===== config.mk =====
export PLATFORM = sky130hd
export DESIGN_NAME = mhp_port
export DESIGN_NICKNAME = d
export VERILOG_FILES = /design/src/verilog/mhp_pkg.sv /design/src/verilog/mhp_port.sv
export SDC_FILE = /design/constraint.sdc
export NUM_CORES = 2
export LEC_CHECK = 0
export ABC_AREA = 1
export BUFFER_PORTS_ARGS = -buffer_cell sky130_fd_sc_hd__buf_2
export CAP_MARGIN = 5
export CORE_MARGIN = 2
export CORE_UTILIZATION = 40
export CTS_CLUSTER_SIZE = 25
export DETAILED_ROUTE_END_ITERATION = 10
export SLEW_MARGIN = 20
export SYNTH_ARGS = -nofsm -noshare
export SYNTH_HDL_FRONTEND = slang
export SYNTH_SLANG_ARGS = --single-unit

===== constraint.sdc =====
create_clock -name clk_sys -period 3.68 [get_ports clk_sys]
set_input_delay 0.736 -clock clk_sys [delete_from_list [all_inputs] [get_ports clk_sys]]
set_output_delay 0.736 -clock clk_sys [all_outputs]
set_load 0.02 [all_outputs]

===== src/verilog/mhp_pkg.sv =====
package mhp_pkg;

   // ***************************************************************
   // register locations
   // ***************************************************************
   localparam logic [7:0] REG_IRQ_REQUEST = 8'h01; // irq_request_reg, read only
   localparam logic [7:0] REG_IRQ_MASK = 8'h02; // irq_mask_reg
   localparam logic [7:0] REG_IRQ_CLEAR = 8'h03; // irq_clear_reg, zeros clear
   localparam logic [7:0] REG_ERR_ENABLE = 8'h04; // error enables
   localparam logic [7:0] REG_TX_AUX = 8'h05; // tx aux channel enables
   localparam logic [7:0] REG_COMMAND = 8'hF3; // command register

   // ***************************************************************
   // field positions and forced values
   // ***************************************************************
   localparam int BIT_TX_ERR_EN = 0;
   localparam int BIT_CLK_REC_ERR_EN = 1;
   localparam int BIT_RX_ERR_EN = 2;
   localparam int BIT_RX_AUX_EN = 6;
   localparam logic [7:0] MASK_FORCED = 8'hFF; // mask value under device reset
   localparam logic [7:0] ERR_EN_FORCED_CLR = 8'h07; // error enable bits
   localparam logic [7:0] TX_AUX_FORCED_CLR = 8'h07; // three tx aux enables
   localparam logic [7:0] CMD_FORCED_CLR = 8'hC0; // added command bits incl rx aux
   localparam logic [7:0] BYTE_ZERO = 8'h00;
   localparam logic [7:0] BYTE_ONES = 8'hFF;
   localparam logic [7:0] MASK_RESET = 8'hFF; // mask after power-up reset
   localparam int REG_COUNT = 256;

   // bus style values
   localparam logic STYLE_SEPARATE = 1'b0;
   localparam logic STYLE_DIRECTION = 1'b1;

   // ***************************************************************
   // carriers
   // ***************************************************************
   typedef struct packed {
      logic cs_n;
      logic ale;
      logic rd_n;
      logic wr_n;
      logic style;
      logic dev_reset_n;
      logic [7:0] ad;
   } mhp_pins_t;

   typedef struct packed {
      logic [2:0] tx_aux;
      logic rx_aux;
      logic tx_err_en;
      logic clk_rec_err_en;
      logic rx_err_en;
      logic [7:0] command;
   } mhp_cfg_t;

endpackage : mhp_pkg


===== src/verilog/mhp_port.sv =====
`timescale 1ns/1ns
module mhp_port (
   input wire logic clk_sys, // 100 MHz system clock
   input wire logic reset_n, // async power-up reset
   input wire logic cs_n, // chip select pin
   input wire logic ale, // address latch strobe pin
   input wire logic rd_n, // read or data strobe pin
   input wire logic wr_n, // write strobe or direction pin
   input wire logic bus_style_select, // static bus style pin
   input wire logic dev_reset_n, // device reset pin
   input wire logic [7:0] ad_in, // shared bus, input side
   output logic [7:0] ad_out, // shared bus, output side
   output logic ad_oe, // shared bus drive enable
   input wire logic [7:0] irq_event, // request set pulses, clk_sys domain
   output logic irq_out_n, // open-drain level, always low
   output logic irq_out_n_oe, // open-drain pull enable
   output mhp_pkg::mhp_cfg_t cfg // configuration bits to the core
);

   // ***************************************************************
   // pin synchronisers
   // ***************************************************************
   mhp_pkg::mhp_pins_t pins_in;
   mhp_pkg::mhp_pins_t meta_q, meta_d;
   mhp_pkg::mhp_pins_t sync_q, sync_d;
   mhp_pkg::mhp_pins_t prev_q, prev_d;

   // gather pins into one carrier
   always_comb
   begin
      pins_in.cs_n = cs_n;
      pins_in.ale = ale;
      pins_in.rd_n = rd_n;
      pins_in.wr_n = wr_n;
      pins_in.style = bus_style_select;
      pins_in.dev_reset_n = dev_reset_n;
      pins_in.ad = ad_in;
   end

   // two stages, then one more for edge detection
   always_comb
   begin
      meta_d = pins_in;
      sync_d = meta_q;
      prev_d = sync_q;
   end

   // idle pin levels on reset so no false edge appears
   always_ff @(posedge clk_sys or negedge reset_n)
   begin
      if (!reset_n)
      begin
         meta_q <= '{cs_n: 1'b1, ale: 1'b0, rd_n: 1'b1, wr_n: 1'b1, style: 1'b0,
                     dev_reset_n: 1'b1, ad: mhp_pkg::BYTE_ZERO};
         sync_q <= '{cs_n: 1'b1, ale: 1'b0, rd_n: 1'b1, wr_n: 1'b1, style: 1'b0,
                     dev_reset_n: 1'b1, ad: mhp_pkg::BYTE_ZERO};
         prev_q <= '{cs_n: 1'b1, ale: 1'b0, rd_n: 1'b1, wr_n: 1'b1, style: 1'b0,
                     dev_reset_n: 1'b1, ad: mhp_pkg::BYTE_ZERO};
      end
      else
      begin
         meta_q <= meta_d;
         sync_q <= sync_d;
         prev_q <= prev_d;
      end
   end

   // ***************************************************************
   // cycle decode
   // ***************************************************************
   logic rd_now, wr_now, wr_before, ale_fall, wr_commit;

   // strobe meaning depends on the style pin
   always_comb
   begin
      if (sync_q.style == mhp_pkg::STYLE_SEPARATE)
      begin
         rd_now = !sync_q.cs_n && !sync_q.rd_n;
         wr_now = !sync_q.cs_n && !sync_q.wr_n;
      end
      else
      begin
         rd_now = !sync_q.cs_n && !sync_q.rd_n && sync_q.wr_n;
         wr_now = !sync_q.cs_n && !sync_q.rd_n && !sync_q.wr_n;
      end
      if (prev_q.style == mhp_pkg::STYLE_SEPARATE)
         wr_before = !prev_q.cs_n && !prev_q.wr_n;
      else
         wr_before = !prev_q.cs_n && !prev_q.rd_n && !prev_q.wr_n;
      ale_fall = prev_q.ale && !sync_q.ale;
      // write lands as the strobe or chip select ends, data from the last cycle
      wr_commit = wr_before && !wr_now;
   end

   // ***************************************************************
   // address latch
   // ***************************************************************
   logic [7:0] addr_q, addr_d;

   // bus value from the cycle while the strobe was still high
   always_comb
   begin
      addr_d = addr_q;
      if (ale_fall)
         addr_d = prev_q.ad;
   end

   always_ff @(posedge clk_sys or negedge reset_n)
   begin
      if (!reset_n)
         addr_q <= mhp_pkg::BYTE_ZERO;
      else
         addr_q <= addr_d;
   end

   // ***************************************************************
   // register locations
   // ***************************************************************
   logic [7:0] mem_q [mhp_pkg::REG_COUNT];
   logic [7:0] mem_d [mhp_pkg::REG_COUNT];
   logic [7:0] irq_req_q, irq_req_d;
   logic dev_reset_act;

   assign dev_reset_act = !sync_q.dev_reset_n;

   // write path, then the forced bits of device reset on top;
   // other bits keep their value, and writes still land during reset
   always_comb
   begin
      for (int i = 0; i < mhp_pkg::REG_COUNT; i++)
         mem_d[i] = mem_q[i];
      if (wr_commit && addr_q != mhp_pkg::REG_IRQ_REQUEST)
         mem_d[addr_q] = prev_q.ad;
      if (dev_reset_act)
      begin
         mem_d[mhp_pkg::REG_IRQ_MASK] = mhp_pkg::MASK_FORCED;
         mem_d[mhp_pkg::REG_ERR_ENABLE] =
            mem_d[mhp_pkg::REG_ERR_ENABLE] & ~mhp_pkg::ERR_EN_FORCED_CLR;
         mem_d[mhp_pkg::REG_TX_AUX] =
            mem_d[mhp_pkg::REG_TX_AUX] & ~mhp_pkg::TX_AUX_FORCED_CLR;
         mem_d[mhp_pkg::REG_COMMAND] =
            mem_d[mhp_pkg::REG_COMMAND] & ~mhp_pkg::CMD_FORCED_CLR;
      end
   end

   // masks start set so nothing interrupts before software is ready
   always_ff @(posedge clk_sys or negedge reset_n)
   begin
      if (!reset_n)
      begin
         for (int i = 0; i < mhp_pkg::REG_COUNT; i++)
            mem_q[i] <= (i == int'(mhp_pkg::REG_IRQ_MASK)) ? mhp_pkg::MASK_RESET
                                                           : mhp_pkg::BYTE_ZERO;
      end
      else
      begin
         for (int i = 0; i < mhp_pkg::REG_COUNT; i++)
            mem_q[i] <= mem_d[i];
      end
   end

   // ***************************************************************
   // interrupt requests
   // ***************************************************************
   // a zero written to the clear location drops that request;
   // a new event in the same cycle wins over the clear
   always_comb
   begin
      irq_req_d = irq_req_q;
      if (wr_commit && addr_q == mhp_pkg::REG_IRQ_CLEAR)
         irq_req_d = irq_req_d & prev_q.ad;
      irq_req_d = irq_req_d | irq_event;
   end

   always_ff @(posedge clk_sys or negedge reset_n)
   begin
      if (!reset_n)
         irq_req_q <= mhp_pkg::BYTE_ZERO;
      else
         irq_req_q <= irq_req_d;
   end

   // ***************************************************************
   // outputs
   // ***************************************************************
   logic [7:0] ad_out_q, ad_out_d;
   logic ad_oe_q, ad_oe_d;
   logic irq_oe_q, irq_oe_d;
   mhp_pkg::mhp_cfg_t cfg_q, cfg_d;

   // bus drive only in a read data phase; three cycles late on release (two pin stages plus the output flop),
   // so the host must allow a short float time after the strobe ends
   always_comb
   begin
      ad_oe_d = rd_now;
      if (addr_q == mhp_pkg::REG_IRQ_REQUEST)
         ad_out_d = irq_req_q;
      else
         ad_out_d = mem_q[addr_q];
      irq_oe_d = |(irq_req_d & ~mem_d[mhp_pkg::REG_IRQ_MASK]);
      cfg_d.tx_aux = mem_d[mhp_pkg::REG_TX_AUX][2:0];
      cfg_d.rx_aux = mem_d[mhp_pkg::REG_COMMAND][mhp_pkg::BIT_RX_AUX_EN];
      cfg_d.tx_err_en = mem_d[mhp_pkg::REG_ERR_ENABLE][mhp_pkg::BIT_TX_ERR_EN];
      cfg_d.clk_rec_err_en = mem_d[mhp_pkg::REG_ERR_ENABLE][mhp_pkg::BIT_CLK_REC_ERR_EN];
      cfg_d.rx_err_en = mem_d[mhp_pkg::REG_ERR_ENABLE][mhp_pkg::BIT_RX_ERR_EN];
      cfg_d.command = mem_d[mhp_pkg::REG_COMMAND];
   end

   always_ff @(posedge clk_sys or negedge reset_n)
   begin
      if (!reset_n)
      begin
         ad_out_q <= mhp_pkg::BYTE_ZERO;
         ad_oe_q <= 1'b0;
         irq_oe_q <= 1'b0;
         cfg_q <= '0;
      end
      else
      begin
         ad_out_q <= ad_out_d;
         ad_oe_q <= ad_oe_d;
         irq_oe_q <= irq_oe_d;
         cfg_q <= cfg_d;
      end
   end

   // open drain: level is a constant low flop, pull follows the enable
   logic irq_lvl_q, irq_lvl_d;

   // the level never moves; only the enable pulls the line
   always_comb
   begin
      irq_lvl_d = 1'b0;
   end

   always_ff @(posedge clk_sys or negedge reset_n)
   begin
      if (!reset_n)
         irq_lvl_q <= 1'b0;
      else
         irq_lvl_q <= irq_lvl_d;
   end

   assign ad_out = ad_out_q;
   assign ad_oe = ad_oe_q;
   assign irq_out_n = irq_lvl_q;
   assign irq_out_n_oe = irq_oe_q;
   assign cfg = cfg_q;

endmodule : mhp_port


==> results.md <==
- The flow ran to the end, and the final reports show no timing, DRC or antenna violations.
- The total global-route track usage is 25.0%.
- The flip-flop cell with the highest count after synthesis is sky130_fd_sc_hd__dfrtp_1.
- After synthesis, the cell types taking the most area are sky130_fd_sc_hd__dfrtp_1 54%, sky130_fd_sc_hd__nand2_1 24%, sky130_fd_sc_hd__o21ai_0 10%.
- For this run, design rule violations remaining after detail routing come to 0.
- The distinct cell type count after synthesis is 29.
- The vertical extent of the die is 497 microns.
- The synthesized area is 97000 sq um.
- On the critical path, the stage with the largest delay is an instance of sky130_fd_sc_hd__dfrtp_4.
- The via count of the first global-routing pass is 79429.
- The end point of the most critical hold path is irq_req_q[0].
- The clock arrives with 0.0392 ns of skew.
- The type of element capturing the critical path is a flip-flop.
- Traced cell by cell, the critical path runs through inv_8, buf_12, nand2_1, nand2_1, nand2_1, nand2_1, nand2_1, nand2_1, nor2_1, nor2_1, nor2_1, nand2_1, nand2_1, nand3_1, nor2_1, nor2_1.
- In this design, the critical path's most frequently occurring cell is sky130_fd_sc_hd__nand2_1.
- The register bit total from synthesis is 2115.
- The floorplan step set the die width to 497 microns.
- The later-pin clock latency in the skew report is 0.89 ns.
- The maximum level of the CTS H-tree is 4.
- The number of instances in the synthesized netlist is 12544.
- Clock tree synthesis found a total of 2115 sinks.
- The TritonCTS clock tree is yes.
- The worst register-to-register path ends at ad_out[2].
- The count of buffers inserted at the top-level ports is 48.
- The worst register-to-register path has a setup slack of 0.21 ns.
- The clock-pin slew reported for the worst setup and hold paths after clock tree synthesis is 0.07 ns.
- At the worst endpoint, the arrival time is 4.24 ns.
- The final max-slew violation count is 0.
- The share of layout cells above drive strength 1 is 6.10%.
- Yosys printed 0 warnings.
- The share of the cycle needed by the critical path after routing is 94.4%.
- The cell at the root of the clock tree is sky130_fd_sc_hd__clkbuf_16.
- The standard cell core area is 241000 sq um.
- The first global-routing pass estimated 482 mm of wire.
- Summed over its instances, the top area cell type makes up 54.0% of the synthesized netlist area.
- The count of endpoints failing hold in the final timing report is 0.
- The number of enable flip-flop cells after synthesis is 0.
- After global routing the overflow that remains totals 0.
- The startpoint identified for the worst register-to-register timing path is addr_q[0].
- The final period demand of the worst path is 3.47 ns.
- Dividing the detail-routed wire length by the instance count gives 20.0 microns.
- The worst hold path belongs to the class input pin to flip-flop.
- Dividing the synthesized area by the synthesized cell count gives 7.74 sq um.
- The final instance area is 108000 sq um.
- Summing all placed instances gives a cell area of 100000 sq um.
- In this run the worst path has a maximum fanout of 68.
- Including well taps, the total number of placed cells is 15063.
- The number of maximum-capacitance constraint violations is 0.
- The sequential element share of the synthesized area is 54.6%.
- The number of nets in the synthesized netlist is 12568.
- The synthesis-to-layout area growth is 11.0%.
- The wire-length estimate of the detail-placed layout is 183 mm.
- In the routed layout, each cell is associated on average with a via count of 5.36.
- Broken down by cell family, the worst path's largest delay share belongs to simple AND/OR/NAND/NOR gates.
- The initial antenna violation count came to 3.
- The area of combinational cells with multiple inputs is 39800 sq um.
- Yosys instantiated no cell more often than sky130_fd_sc_hd__nand2_1.
- Counting flops with an async set or reset pin after synthesis yields a share of 100%.
- STA classifies the critical path startpoint as a flip-flop.
- The total number of vias is 83084.
- The count of nets after finishing is 12141.
- The final worst slack is 0.207 ns.
- Setup violations remaining at the end of the flow were counted as 0.
- Summing all flip-flop and latch instances after layout gives 53000 sq um.
- The power per unit of standard cell area is 489 nW/um^2.
- The CTS buffer count is 221.
- Together, buffers and inverters on the worst path number 2.
- At the end of routability-driven placement, the weighted congestion stood at 0.897.
- Based on the critical path, the design can be clocked at up to 0.288 GHz.
- Setup repair after global routing could not meet its margin everywhere.
- For the pin with the worst max-slew slack, the measured transition is 0.940 ns.
- Entering global routing, the biggest net connects 143 pins.
- The count of antenna-violating nets left after detailed routing is 0.
- Headroom to the max-slew limit came out at 37.3%.
- The biggest area contributor in the post-synthesis netlist is sky130_fd_sc_hd__dfrtp_1.
- The I/O pin total is 50.
- The number of violations reported at the end of detailed-routing iteration 0 is 8622.
- The number of cells on the worst hold path is 3.
- In this run the most critical hold path is launched from irq_event[0].
- The kind of critical path is flip-flop to flip-flop.
- At the worst endpoint, the required time is 4.45 ns.
- The first-pass detailed-route iteration total is 9.
- Summed over all cells, the static leakage comes to 52.5 nW.
- The initial cell density of the core is 40.3%.
- Leaving out filler cells and counting taps, the final layout contains 15487.
- Summed over all layers, the routed wires come to 309 mm.
- Counting instances in the post-synthesis netlist gives the leading cell types as 6227 x sky130_fd_sc_hd__nand2_1, 2096 x sky130_fd_sc_hd__dfrtp_1, 2012 x sky130_fd_sc_hd__o21ai_0.
- For this run, the slowest stage of the critical path takes 0.69 ns.
- The cell count of the worst reg-to-reg path is 16.
- The floorplan step defined a die boundary enclosing 247000 sq um.
- Timing analysis after detailed placement gives a worst setup slack of 0.205 ns.
- The floorplan has 180 rows.
- The layout filler cell count is 23904.
- The worst-case IR drop observed on VDD is 0.462 mV.
- The buffer levels on the longest clock path is 3.
tightest hold or removal path, delay by kind of cell:
kind	cells	cell delay, ns
buf+inv	2	0.12
simple gates	1	0.07
where the power goes:
part / total [W] / switching, W / internal, W
sequential: 0.0244 / 0.000436 / 0.0240
clock: 0.0227 / 0.00968 / 0.0130
combinational: 0.00560 / 0.00440 / 0.00120
worst max-delay path by stage:
stage                    from      endpoint  slack, ns  cells past startpoint
finish              addr_q[0]     ad_out[2]       0.21                     16
global route        addr_q[6]    mem_q[238]     -0.004                      9
CTS                 addr_q[0]     ad_out[1]       0.20                     16
detailed placement  addr_q[0]     ad_out[1]       0.20                     16
global placement    addr_q[0]    mem_q[854]       0.11                      8
floorplan           addr_q[1]  irq_out_n_oe       1.50                     15
logic make-up after synthesis:
logic type / count (synthesis) / synth area share [%]
AOI/OAI and AO/OA: 2065 / 10.7
buffers and inverters: 1005 / 4.54
DFF: 2115 / 54.6
other: 1 / 0.00386
and+or+nand+nor: 7358 / 30.2
sequential cells by signal (all words and copies together), names as in the netlist:
| register | flops |
|---|---|
| prev_d | 14 |
| prev_q | 13 |
| irq_out_n_oe | 1 |
| ad_oe | 1 |
| meta_q | 14 |
| addr_q | 8 |
| ad_out | 8 |
| irq_req_q | 8 |
| mem_q | 2048 |
stage by stage:
| step | hold slack [ns] | total power (W) | setup TNS [ns] | util (%) |
|---|---|---|---|---|
| after floorplan | 0.331 | 0.0275 | 0 | - |
| after global placement | 0.333 | 0.0303 | 0 | 41.6 |
| after detailed placement | 0.336 | 0.0304 | 0 | 41.6 |
| after CTS | 0.0254 | 0.0530 | 0 | 44.7 |
| after global routing | 0.0622 | 0.0546 | -0.00352 | 44.7 |
| final | 0.0885 | 0.0527 | 0 | 44.7 |
final cells by class:
class                   instances  share of cell area (%)
inverters                      54                   0.265
clock buffers                 346                    6.09
clock inverters                60                   0.732
repair buffers                301                    3.07
flip-flops and latches       2115                    49.2
diodes                          2                 0.00465
well taps                    3185                    3.70
multi-input cells            9424                    37.0
layer usage:
layer,GRT usage [%],share of wire [%],up-vias,wire [microns]
li1,-,-,39165,-
met1,35.1,44,40392,136000
met2,39.0,45,2958,140000
met3,4.44,7.5,569,23200
met4,8.19,3.3,0,10100
met5,0,0,-,0
placed cells by master (no fill, tap or decap), drive strengths merged:
cell / instances
a211oi: 1
nand2: 6278
diode: 2
clkinvlp: 3
a21oi: 5
or2: 1
nand3: 501
dlygate4sd3: 15
nor3: 6
dfrtp: 2096
clkbuf: 346
o21bai: 3
nand4: 184
conb: 1
o21ai: 2056
inv: 58
dfstp: 19
buf: 286
nor2: 380
bufinv: 11
clkinv: 42
nor4: 8
timing repair:
action                     4_1_cts  5_1_grt
hold endpoints to repair        29        0
setup endpoints to repair        0        8
resized for setup                0        0
hold buffers                    15        0
setup buffers                    0        1
Power figures use the tool's default switching activity.
